`config.mk`:
```
export PLATFORM = sky130hd
export DESIGN_NAME = mcs_status_config
export DESIGN_NICKNAME = d
export VERILOG_FILES = /design/src/common/mcs_pkg.sv /design/src/hw/mcs_status_config.sv
export SDC_FILE = /design/constraint.sdc
export NUM_CORES = 1
export LEC_CHECK = 0
export BUFFER_PORTS_ARGS = -buffer_cell sky130_fd_sc_hd__buf_2
export CORE_UTILIZATION = 49
export CTS_BUF_LIST = sky130_fd_sc_hd__clkbuf_8
export DETAILED_ROUTE_END_ITERATION = 6
export PLACE_DENSITY_LB_ADDON = 0.3
export SLEW_MARGIN = 0
export SYNTH_ARGS = -nofsm -noshare
export SYNTH_HDL_FRONTEND = slang
export SYNTH_SLANG_ARGS = --single-unit
```
`constraint.sdc`:
```
create_clock -name clk -period 5.3 [get_ports clk]
set_clock_uncertainty 0.1 [all_clocks]
set_input_delay 0.53 -clock clk [delete_from_list [all_inputs] [get_ports clk]]
set_output_delay 0.53 -clock clk [all_outputs]
set_load 0.02 [all_outputs]
```
`src/common/mcs_pkg.sv`:
```
// error pattern, cutoff, indicator timing and state encodings for the motor controller status block
// assumes a 100 MHz system clock; all times are turned into cycle counts here
package mcs_pkg;

  // ------------------------------------------------------------
  // clock and indicator timing
  // ------------------------------------------------------------
  localparam int unsigned CLK_HZ          = 100_000_000;
  localparam int unsigned CYC_PER_MS      = CLK_HZ / 1000;
  localparam int unsigned BLINK_HALF_MS   = 150;   // on or off time of one flash
  localparam int unsigned PAUSE_MS        = 1200;  // long dark gap after a flash group
  localparam int unsigned FLICKER_HALF_MS = 40;    // fast flicker half period
  localparam int unsigned ACT_DARK_MS     = 30;    // dark gap that marks activity
  localparam int unsigned BLINK_HALF_CYC   = BLINK_HALF_MS * CYC_PER_MS;
  localparam int unsigned PAUSE_CYC        = PAUSE_MS * CYC_PER_MS;
  localparam int unsigned FLICKER_HALF_CYC = FLICKER_HALF_MS * CYC_PER_MS;
  localparam int unsigned ACT_DARK_CYC     = ACT_DARK_MS * CYC_PER_MS;
  localparam logic [2:0]  LAMP_TEST_FLASHES = 3'h3;

  // ------------------------------------------------------------
  // undervoltage cutoff
  // ------------------------------------------------------------
  localparam logic [2:0]  LVC_OFF        = 3'h0;
  localparam logic [2:0]  LVC_LEAD_ACID  = 3'h1;
  localparam logic [15:0] CELL_CUTOFF_MV = 16'h0BB8;  // 3000 mV per cell

  // ------------------------------------------------------------
  // serial framing, fixed
  // ------------------------------------------------------------
  localparam logic [3:0] UART_DATA_BITS = 4'h8;
  localparam logic       UART_PARITY    = 1'h0;
  localparam logic [1:0] UART_STOP_BITS = 2'h1;

  // ------------------------------------------------------------
  // error pattern selector and top state
  // ------------------------------------------------------------
  localparam logic [2:0] PAT_NONE    = 3'h0;  // 1..4 are flash counts
  localparam logic [2:0] PAT_FLICKER = 3'h5;
  localparam logic [2:0] PAT_SOLID   = 3'h6;

  typedef enum logic [1:0] {
    ST_TEST = 2'b01,
    ST_RUN  = 2'b10
  } mcs_state_t;

endpackage

```
`src/hw/mcs_status_config.sv`:
```
// status indicators, mode decode, cutoff decode and encoder counters of a two-channel motor controller
// assumes all inputs synchronous to clk; fault and activity flags come from the power and input logic
`timescale 1ns/1ps
module mcs_status_config #(
  parameter int unsigned ENC_W            = 32,
  parameter int unsigned BLINK_HALF_CYC   = mcs_pkg::BLINK_HALF_CYC,
  parameter int unsigned PAUSE_CYC        = mcs_pkg::PAUSE_CYC,
  parameter int unsigned FLICKER_HALF_CYC = mcs_pkg::FLICKER_HALF_CYC,
  parameter int unsigned ACT_DARK_CYC     = mcs_pkg::ACT_DARK_CYC
) (
  input  wire logic             clk,
  input  wire logic             rst,
  input  wire logic             clkEn,
  input  wire logic             dipSel1,
  input  wire logic             dipSel2,
  input  wire logic             dipSel3,
  input  wire logic             cutoffSelBit0,
  input  wire logic             cutoffSelBit1,
  input  wire logic             cutoffSelBit2,
  input  wire logic [2:0]       pktAddrSw,
  input  wire logic [2:0]       baudSw,
  input  wire logic             slaveSelEn,
  input  wire logic             ctrlInputA,
  input  wire logic             ctrlInputB,
  input  wire logic             ctrlInputC,
  input  wire logic             rcPulseSeen,
  input  wire logic             serialRxBusy,
  input  wire logic [1:0]       motorActive,
  input  wire logic [1:0]       overCurrent,
  input  wire logic             overTemp,
  input  wire logic             mainBattLow,
  input  wire logic             mainBattHigh,
  input  wire logic             logicBattLow,
  input  wire logic             logicBattHigh,
  input  wire logic [1:0]       encA,
  input  wire logic [1:0]       encB,
  output logic                  indicatorActivity,
  output logic                  indicatorMotorOn,
  output logic                  indicatorFault,
  output logic                  modeServo,
  output logic                  modeAnalog,
  output logic                  modeSimpleSerial,
  output logic                  modePacketSerial,
  output logic                  lvcMonitorEn,
  output logic                  lvcLeadAcidAuto,
  output logic [2:0]            lvcCellCount,
  output logic [15:0]           lvcCutoffMv,
  output logic                  estopActive,
  output logic                  flipActive,
  output logic                  cmdA,
  output logic                  cmdB,
  output logic                  cmdEnable,
  output logic                  serialTxEn,
  output logic [2:0]            busAddr,
  output logic [2:0]            baudSel,
  output logic [ENC_W-1:0]      encCount0,
  output logic [ENC_W-1:0]      encCount1
);

  // ------------------------------------------------------------
  // mode and option decode
  // ------------------------------------------------------------
  logic       servoNow;
  logic       analogNow;
  logic       simpleNow;
  logic       packetNow;
  logic [2:0] cutCode;

  // switch three on without switch one falls to packet serial
  assign servoNow  = dipSel1;
  assign analogNow = !dipSel1 && !dipSel2 && !dipSel3;
  assign simpleNow = !dipSel1 && dipSel2 && !dipSel3;
  assign packetNow = !dipSel1 && dipSel3;
  assign cutCode   = {cutoffSelBit2, cutoffSelBit1, cutoffSelBit0};

  // ------------------------------------------------------------
  // indicator sequencing
  // ------------------------------------------------------------
  mcs_pkg::mcs_state_t state;
  mcs_pkg::mcs_state_t next_state;
  logic [31:0] timer;
  logic [31:0] next_timer;
  logic [3:0]  stepIdx;
  logic [3:0]  next_stepIdx;
  logic [2:0]  patSel;
  logic [2:0]  next_patSel;
  logic [31:0] actCnt;
  logic [31:0] next_actCnt;
  logic        next_indActivity;
  logic        next_indMotorOn;
  logic        next_indFault;

  // pattern engine: steps 0..2n-1 alternate lit/dark, step 2n is the long pause
  always_comb begin
    logic [2:0]  selNow;
    logic [3:0]  lastStep;
    logic [31:0] limit;
    logic        lit;
    selNow           = mcs_pkg::PAT_NONE;
    lastStep         = 4'h0;
    limit            = 32'(BLINK_HALF_CYC);
    lit              = 1'b0;
    next_state       = state;
    next_timer       = timer + 32'h1;
    next_stepIdx     = stepIdx;
    next_patSel      = patSel;
    next_actCnt      = actCnt;
    next_indActivity = 1'b1;
    next_indMotorOn  = |motorActive;
    next_indFault    = 1'b0;
    // fixed priority, overcurrent first
    if (|overCurrent) begin
      selNow = mcs_pkg::PAT_SOLID;
    end else if (overTemp) begin
      selNow = 3'h1;
    end else if (mainBattLow) begin
      selNow = 3'h2;
    end else if (mainBattHigh) begin
      selNow = mcs_pkg::PAT_FLICKER;
    end else if (logicBattLow) begin
      selNow = 3'h3;
    end else if (logicBattHigh) begin
      selNow = 3'h4;
    end
    if (state == mcs_pkg::ST_TEST) begin
      selNow = mcs_pkg::LAMP_TEST_FLASHES;
    end
    // a new fault restarts its pattern from the first flash
    if (state == mcs_pkg::ST_RUN && selNow != patSel) begin
      next_patSel  = selNow;
      next_timer   = 32'h0;
      next_stepIdx = 4'h0;
    end else begin
      if (patSel == mcs_pkg::PAT_FLICKER) begin
        limit    = 32'(FLICKER_HALF_CYC);
        lastStep = 4'h1;
      end else begin
        lastStep = {patSel, 1'b0};
        if (stepIdx == lastStep) begin
          limit = 32'(PAUSE_CYC);
        end
      end
      if (timer >= limit - 32'h1) begin
        next_timer = 32'h0;
        if (state == mcs_pkg::ST_TEST && stepIdx == lastStep - 4'h1) begin
          next_state   = mcs_pkg::ST_RUN;
          next_stepIdx = 4'h0;
          next_patSel  = mcs_pkg::PAT_NONE;
        end else if (stepIdx == lastStep) begin
          next_stepIdx = 4'h0;
        end else begin
          next_stepIdx = stepIdx + 4'h1;
        end
      end
    end
    lit = ({1'b0, next_stepIdx} < {next_patSel, 1'b0}) && !next_stepIdx[0];
    // activity: a retriggered dark gap marks each pulse or received byte
    if ((servoNow && rcPulseSeen) || ((simpleNow || packetNow) && serialRxBusy)) begin
      next_actCnt = 32'(ACT_DARK_CYC);
    end else if (actCnt != 32'h0) begin
      next_actCnt = actCnt - 32'h1;
    end
    if (analogNow) begin
      next_indActivity = 1'b1;
    end else begin
      next_indActivity = (next_actCnt == 32'h0);
    end
    // fault indicator by pattern
    if (next_patSel == mcs_pkg::PAT_SOLID) begin
      next_indFault    = 1'b1;
      next_indActivity = overCurrent[0];
      next_indMotorOn  = overCurrent[1];
    end else if (next_patSel == mcs_pkg::PAT_FLICKER) begin
      next_indFault = !next_stepIdx[0];
    end else begin
      next_indFault = lit;
    end
    if (next_state == mcs_pkg::ST_TEST) begin
      next_indActivity = lit;
      next_indMotorOn  = lit;
      next_indFault    = lit;
    end
  end

  // indicator registers; clkEn low freezes everything
  always_ff @(posedge clk) begin
    if (rst) begin
      state             <= mcs_pkg::ST_TEST;
      timer             <= 32'h0;
      stepIdx           <= 4'h0;
      patSel            <= mcs_pkg::LAMP_TEST_FLASHES;
      actCnt            <= 32'h0;
      indicatorActivity <= 1'b0;
      indicatorMotorOn  <= 1'b0;
      indicatorFault    <= 1'b0;
    end else if (clkEn) begin
      state             <= next_state;
      timer             <= next_timer;
      stepIdx           <= next_stepIdx;
      patSel            <= next_patSel;
      actCnt            <= next_actCnt;
      indicatorActivity <= next_indActivity;
      indicatorMotorOn  <= next_indMotorOn;
      indicatorFault    <= next_indFault;
    end
  end

  // ------------------------------------------------------------
  // configuration and control input roles
  // ------------------------------------------------------------
  logic [20:0] next_cfg;

  // estop is active low; the pull-up lives in the pad so an open pin reads high
  always_comb begin
    next_cfg = {servoNow, analogNow, simpleNow, packetNow,
                cutCode != mcs_pkg::LVC_OFF,
                cutCode == mcs_pkg::LVC_LEAD_ACID,
                (cutCode > mcs_pkg::LVC_LEAD_ACID) ? cutCode : 3'h0,
                (simpleNow || packetNow) && !ctrlInputC,
                (servoNow || analogNow) && !ctrlInputC,
                ctrlInputA, ctrlInputB,
                !(simpleNow && slaveSelEn) || ctrlInputB,
                packetNow,
                pktAddrSw,
                baudSw};
  end

  always_ff @(posedge clk) begin
    if (rst) begin
      {modeServo, modeAnalog, modeSimpleSerial, modePacketSerial, lvcMonitorEn, lvcLeadAcidAuto,
       lvcCellCount, estopActive, flipActive, cmdA, cmdB, cmdEnable, serialTxEn, busAddr,
       baudSel} <= 21'h0;
      lvcCutoffMv <= 16'h0;
    end else if (clkEn) begin
      {modeServo, modeAnalog, modeSimpleSerial, modePacketSerial, lvcMonitorEn, lvcLeadAcidAuto,
       lvcCellCount, estopActive, flipActive, cmdA, cmdB, cmdEnable, serialTxEn, busAddr,
       baudSel} <= next_cfg;
      lvcCutoffMv <= 16'(next_cfg[14:12] * mcs_pkg::CELL_CUTOFF_MV);  // cell count field
    end
  end

  // ------------------------------------------------------------
  // quadrature counters, x4 decode
  // ------------------------------------------------------------
  logic [1:0]       encPrev [2];
  logic [ENC_W-1:0] encCnt  [2];

  for (genvar ch = 0; ch < 2; ch++) begin : gEnc
    logic [1:0]       next_prev;
    logic [ENC_W-1:0] next_cnt;
    // one edge per step; a double change is a glitch and is dropped
    always_comb begin
      next_prev = {encA[ch], encB[ch]};
      next_cnt  = encCnt[ch];
      if (packetNow && ((encA[ch] ^ encPrev[ch][1]) ^ (encB[ch] ^ encPrev[ch][0]))) begin
        if (encA[ch] ^ encPrev[ch][0]) begin
          next_cnt = encCnt[ch] + 1'b1;
        end else begin
          next_cnt = encCnt[ch] - 1'b1;
        end
      end
    end
    always_ff @(posedge clk) begin
      if (rst) begin
        encPrev[ch] <= 2'h0;
        encCnt[ch]  <= '0;
      end else if (clkEn) begin
        encPrev[ch] <= next_prev;
        encCnt[ch]  <= next_cnt;
      end
    end
  end

  assign encCount0 = encCnt[0];
  assign encCount1 = encCnt[1];
endmodule

```
==> impl_metrics.json, run 1 <==
{
  "run_status": "completed",
  "root_buffer": "clkbuf_8",
  "end_kind": "flip-flop",
  "ios": 138,
  "nets": 1633,
  "antenna_found_initial": 0,
  "synth_top_family_by_area": "simple AND/OR/NAND/NOR gates",
  "synth.area.mux_share": 0.0196,
  "synth-edff-count": 68,
  "multi_input_area_mm2": 0.00728,
  "async_flop_share": 0,
  "finalSetupViolations": 0,
  "nFillCells": 2221,
  "max_freq_mhz": 213,
  "worstSkewPairLatency_ps": 480,
  "dr.pass1.iters": 5,
  "synth-xor-area-share": 0.0632,
  "die_w_um": 158,
  "clock_sinks": 175,
  "min-delay-path-class": "input port to flip-flop",
  "slowest_delay_ps": 430,
  "start_util": 0.502,
  "fin_crit_ps": 4690,
  "synth_compound_area_frac": 0.198,
  "ys_warn_count": 0,
  "hold_violations": 0,
  "drc": 0,
  "cts_buffer_depth": 2,
  "synth_fa_ha_area_frac": 0.101,
  "hp-start": "baudSw[0]",
  "max_slew_margin": 0.370,
  "tightest_slew_ps": 942,
  "drt_wl_total_um": 28000,
  "grt_max_degree": 52,
  "dpl_cell_area_mm2": 0.0128,
  "coreArea_mm2": 0.0236,
  "crit_fanout": 10,
  "critPathArrivalTime_ps": 4990,
  "gp_congestion": 0.873,
  "p_per_area_mw_per_mm2": 321,
  "viasPerCell": 5.73,
  "grt_pass1_wl_um": 46200,
  "grt_usage": 0.229,
  "power_leakage_uw": 0.00567,
  "fin_util": 0.559,
  "slowest_stage": "dfxtp_1",
  "synth_area_mm2": 0.0119,
  "regToRegStartpoint": "patSel[1]$_SDFFE_PP1P_",
  "grt_pass1_vias": 9733,
  "route.vias.total": 10520,
  "crit_chain": "inv_1 -> ha_1 -> nand2_1 -> inv_1 -> or2_2 -> ha_1 -> and4_1 -> nand2b_1 -> a2111oi_0 -> a211o_1 -> clkinv_1 -> nor2_1 -> nand2_1 -> o21ai_0 -> and2_1 -> ha_1 -> o2111ai_1 -> o2bb2ai_1 -> nand4b_1 -> o211ai_1",
  "numCtsBuffers": 17,
  "dp_hpwl_um": 20400,
  "ys_seq_area_frac": 0.353,
  "syn_to_final_growth_pct": 11.3,
  "criticalPathCategory": "flip-flop to flip-flop",
  "cp.required_ps": 5600,
  "cts_tree": "done",
  "reg2reg_slack_ps": 610,
  "n_antenna_cell": 0,
  "io_buffer_count": 133,
  "syn_area_per_cell_um2": 8.49,
  "clkTransAtPathRegs_ps": 100,
  "path_delay_family": "simple AND/OR/NAND/NOR gates",
  "drive_gt1_frac": 0.135,
  "report.final.slew_viol_count": 0,
  "cts_max_level": 4,
  "min_period_over_period": 0.886,
  "design_area_mm2": 0.0132,
  "die-area_mm2": 0.0248,
  "power.total_uw": 4240,
  "critPathBufInv": 3,
  "die_height_um": 158,
  "holdPathEnd": "baudSel[0]$_SDFFE_PP0P_",
  "drv_cap": 0,
  "post_cts_buffers": 0,
  "drtIter0Drc": 668,
  "rsz0062_at_grt": "false",
  "setup_tns_ps": 0,
  "synth-main-ff-cell": "dfxtp_1",
  "crit_top_cell": "ha_1",
  "synthCells": 1397,
  "synth_cell_types": 82,
  "r2r_cells": 20,
  "rows": 56,
  "critPathLaunchType": "flip-flop",
  "vdd_ir_drop_max_mv": 0.147,
  "synth-simple-area-share": 0.228,
  "wl_per_cell_um": 15.3,
  "reg2reg_to": "indicatorMotorOn$_SDFFE_PP0P_",
  "postRouteAntennaNets": 0,
  "min_path_cells": 3,
  "grt_overflow_total": 0,
  "ys_ff_latch": 175,
  "regArea_mm2": 0.00418
}
[stage by stage]
step / hold WS, ps / worst slack [ps] / cells
floorplan: 321 / 969 / 1401
global placement: 332 / 434 / 1805
detailed placement: 337 / 364 / 1805
CTS: 160 / 606 / 1837
global route: 163 / 130 / 1837
finish: 188 / 605 / 1837
[worst min-delay path: cells and delay by family]
family | cells | cell delay, ps
buffers and inverters | 1 | 80
muxes | 1 | 60
and+or+nand+nor | 1 | 70
[registers in the layout (all words and copies together), names as in the netlist, 2 cells and up]
signal	count
encCnt	64
actCnt	32
timer	32
lvcCutoffMv	11
encPrev	4
stepIdx	4
baudSel	3
busAddr	3
lvcCellCount	3
patSel	3
state	2
[metal layers]
metal	up-vias	global-route usage	part of all wire	wire length, µm
met1	4923	0.304	0.47	13200
li1	5309	-	-	-
met2	250	0.381	0.47	13200
met4	0	0.0791	0.020	571
met3	38	0.0300	0.040	1110
met5	-	0	0	0
[cells in the mapped netlist (6+ instances only)]
library cell  instances  area (µm²)
and2_1               18         113
inv_1                38         143
nand4_1              17         106
xor2_1               40         350
o31ai_1              15         113
nor2_1              190         713
o211ai_1              6        45.0
or4_1                 6        45.0
or3_1                16         100
or2_2                 7        43.8
nand3b_1              7        52.6
nand2b_1             18         113
o21a_1                9        67.6
buf_4                 6        45.0
dfxtp_1             107        2140
a211oi_1             15         113
a31oi_1              14        87.6
o22ai_1               6        37.5
nor2b_1              21         131
a311oi_1             11        96.3
a211o_1               8        70.1
nand2_1             114         428
xnor2_1              43         377
buf_1                 6        22.5
a21oi_1              84         420
o21ai_0             111         556
ha_1                 91        1140
o41ai_1               8        70.1
nand3_1              39         195
nor4_1               12        75.1
a21o_1               27         203
clkbuf_1             45         169
edfxtp_1             68        2040
nor3_1               42         210
and3_1               14        87.6
mux2i_1              21         210
[cells by family (layout without fill, tap and decap cells)]
logic type               count (synthesis)  in the layout
adder cells (fa/ha/maj)                 94             94
AND/OR/NAND/NOR                        549            549
XOR/XNOR                                84             84
buffers and inverters                  102            219
AO/OA/AOI/OAI                          368            368
multiplexers                            23             23
flip-flops                             175            175
other                                    2              6
[repair_timing]
action,CTS,global route
setup endpoints to repair,0,1
hold buffers,0,0
gates resized for setup,0,1
[cells in the final DEF, fill, tap and decap left out, types with 7 or more instances in the layout]
| master | netlist | layout |
|---|---|---|
| xor2_1 | 40 | 40 |
| a211o_1 | 8 | 8 |
| nand3b_1 | 7 | 7 |
| a31oi_1 | 14 | 14 |
| edfxtp_1 | 68 | 68 |
| ha_1 | 91 | 91 |
| buf_4 | 6 | 15 |
| o21ai_0 | 111 | 111 |
| o31ai_1 | 15 | 15 |
| or2_2 | 7 | 7 |
| a21o_1 | 27 | 27 |
| xnor2_1 | 43 | 43 |
| nor4_1 | 12 | 12 |
| nor2b_1 | 21 | 21 |
| dfxtp_1 | 107 | 107 |
| a211oi_1 | 15 | 15 |
| a21oi_1 | 84 | 84 |
| or3_1 | 16 | 16 |
| nand4_1 | 17 | 17 |
| and2_1 | 18 | 18 |
| nand2_1 | 114 | 114 |
| nor2_1 | 190 | 188 |
| inv_1 | 38 | 41 |
| a311oi_1 | 11 | 11 |
| buf_2 | 3 | 133 |
| nor3_1 | 42 | 42 |
| nand2b_1 | 18 | 17 |
| o41ai_1 | 8 | 8 |
| and3_1 | 14 | 14 |
| mux2i_1 | 21 | 21 |
| clkbuf_8 | 0 | 17 |
| nand3_1 | 39 | 39 |
| o21a_1 | 9 | 9 |
[worst max-delay path by stage]
stage,start,end,slack [ps],depth (start not counted)
global placement,encA[0],encCnt[0][30]$_SDFFCE_PN0P_,430,14
detailed placement,encA[0],encCnt[0][30]$_SDFFCE_PN0P_,360,14
global route,encPrev[0][0]$_SDFFCE_PN0P_,encCnt[0][30]$_SDFFCE_PN0P_,130,13
floorplan,encA[0],encCnt[0][30]$_SDFFCE_PN0P_,970,13
finish,patSel[1]$_SDFFE_PP1P_,indicatorMotorOn$_SDFFE_PP0P_,610,20
CTS,encPrev[0][0]$_SDFFCE_PN0P_,encCnt[0][30]$_SDFFCE_PN0P_,610,13
[area by class of cell]
class                   instances  share of cell area
multi-input cells            1124               0.552
flip-flops and latches        175               0.317
repair buffers                148              0.0590
well taps                     319              0.0303
clock buffers                  17              0.0177
clock inverters                15              0.0127
inverters                      39              0.0111
[power by group]
part | total, µW | leakage [µW] | internal (µW) | switching (µW)
sequential | 1650 | 0.00158 | 1540 | 112
combinational | 1620 | 0.00388 | 648 | 968
clock | 975 | 0.000210 | 464 | 511
total | 4240 | 0.00567 | 2650 | 1590
No activity file was read; power rests on OpenSTA's default activity.
==> run 2: changes to the inputs <==
CORE_UTILIZATION = 56   (was 49)
PLACE_DENSITY = 0.79   (was not set)
PLACE_DENSITY_LB_ADDON = not set   (was 0.3)
==> impl_metrics.json, run 2 (synthesis results as in run 1) <==
{
  "run_status": "completed",
  "die_height_um": 148,
  "power_leakage_uw": 0.00567,
  "cts_tree": "done",
  "cts_max_level": 4,
  "p_per_area_mw_per_mm2": 321,
  "route.vias.total": 10714,
  "hold_violations": 0,
  "rsz0062_at_grt": "false",
  "max_freq_mhz": 209,
  "cts_buffer_depth": 2,
  "power.total_uw": 4210,
  "end_kind": "flip-flop",
  "worstSkewPairLatency_ps": 480,
  "wl_per_cell_um": 15.6,
  "grt_overflow_total": 0,
  "min_period_over_period": 0.904,
  "root_buffer": "clkbuf_8",
  "post_cts_buffers": 0,
  "dp_cells": 1757,
  "nets": 1634,
  "clkTransAtPathRegs_ps": 100,
  "grt_pass1_wl_um": 46400,
  "die_w_um": 148,
  "antenna_found_initial": 0,
  "slowest_delay_ps": 460,
  "fin_cells": 1789,
  "max_slew_margin": 0.424,
  "nFillCells": 1752,
  "numCtsBuffers": 17,
  "viasPerCell": 5.99,
  "drv_cap": 0,
  "final_cell_mix": "188 x nor2_1, 133 x buf_2, 114 x nand2_1",
  "grt_max_degree": 51,
  "gp_congestion": 0.902,
  "reg2reg_slack_ps": 510,
  "critPathLaunchType": "flip-flop",
  "coreArea_mm2": 0.0205,
  "cp.required_ps": 5600,
  "dr.pass1.iters": 5,
  "die-area_mm2": 0.0218,
  "start_util": 0.578,
  "reg_top3": "encCnt (64), actCnt (32), timer (32)",
  "holdWs_ps": 190,
  "layout_commonest_cell": "nor2_1",
  "regMostFlops": "encCnt",
  "largest_register_ffs": 64,
  "path_delay_family": "simple AND/OR/NAND/NOR gates",
  "ctsHoldBuffers": 0,
  "setup_tns_ps": 0,
  "syn_to_final_growth_pct": 10.6,
  "n_antenna_cell": 0,
  "drc": 0,
  "tightest_slew_ps": 858,
  "min-delay-path-class": "input port to flip-flop",
  "crit_fanout": 10,
  "finalSetupViolations": 0,
  "grt_usage": 0.257,
  "io_buffer_count": 133,
  "clock_sinks": 175,
  "fin_crit_ps": 4790,
  "drtIter0Drc": 726,
  "crit_top_cell": "ha_1",
  "dp_hpwl_um": 20200,
  "cts_resized": 0,
  "rows": 52,
  "slowest_stage": "dfxtp_1",
  "critPathArrivalTime_ps": 5090,
  "report.final.slew_viol_count": 0,
  "vdd_ir_drop_max_mv": 0.198,
  "grt_pass1_vias": 9995,
  "postRouteAntennaNets": 0,
  "drt_wl_total_um": 27800,
  "crit_chain": "inv_1 -> ha_1 -> nand2_1 -> inv_1 -> or2_2 -> ha_1 -> and4_1 -> nand2b_1 -> a2111oi_0 -> a211o_1 -> clkinv_1 -> nor2_1 -> nand2_1 -> o21ai_0 -> and2_1 -> ha_1 -> o2111ai_1 -> o2bb2ai_1 -> nand4b_1 -> o211ai_1",
  "criticalPathCategory": "flip-flop to flip-flop",
  "ios": 138,
  "critPathBufInv": 3,
  "drive_gt1_frac": 0.136
}
run 2: changes by cell type in the layout (fill, tap and decap cells not counted):
| cell | previous run | this run |
|---|---|---|
| clkbuf_8 | 17 | 18 |
| bufinv_16 | 3 | 2 |
| clkinv_2 | 2 | 1 |
| a2111oi_0 | 3 | 4 |
| o21bai_4 | 1 | 0 |
| inv_4 | 0 | 2 |
| a2111oi_1 | 1 | 0 |
| o21bai_2 | 1 | 2 |
| clkinvlp_2 | 1 | 0 |
| buf_4 | 15 | 16 |
run 2: where the power goes:
| part | internal, µW | total [µW] | switching, µW |
|---|---|---|---|
| logic | 645 | 1620 | 972 |
| clock network | 432 | 944 | 512 |
| registers | 1540 | 1650 | 115 |
run 2: final cells by class:
class                           instances  area [µm²]  area share
Multi-Input combinational cell       1124        7270       0.555
Sequential cell                       175        4180       0.319
Clock inverter                         14         140      0.0107
Clock buffer                           18         248      0.0189
Tap cell                              270         338      0.0258
Inverter                               39         146      0.0112
Timing Repair Buffer                  149         786      0.0599
run 2: tightest hold or removal path: stages:
cell and delay (ps):
buf_2 80, mux2i_1 50, nor2_1 70
run 2: path summary, 6_finish.rpt:
| kind | startpoint | to | depth (start not counted) |
|---|---|---|---|
| hold / removal | ctrlInputA | cmdA$_SDFFE_PP0P_ | 3 |
| setup reg to reg | patSel[1]$_SDFFE_PP1P_ | indicatorMotorOn$_SDFFE_PP0P_ | 20 |
| setup / recovery | patSel[1]$_SDFFE_PP1P_ | indicatorMotorOn$_SDFFE_PP0P_ | 20 |
| hold reg to reg | timer[30]$_SDFFE_PP0P_ | timer[30]$_SDFFE_PP0P_ | 1 |
run 2: per-layer routing:
metal  wire (µm)  vias up  GRT usage
met5           0        -          0
met4         676        0     0.0943
met3        1390       54     0.0321
met2       13200      305      0.437
met1       12600     5030      0.336
li1            -     5325          -
run 2: stage by stage:
step | setup WS [ps] | utilization | area (µm²)
3_5_place_dp | 549 | 0.621 | 12700
5_1_grt | 46.6 | 0.640 | 13100
6_report | 511 | 0.640 | 13100
4_1_cts | 581 | 0.640 | 13100
3_3_place_gp | 634 | 0.621 | 12700
2_1_floorplan | 969 | - | 11900
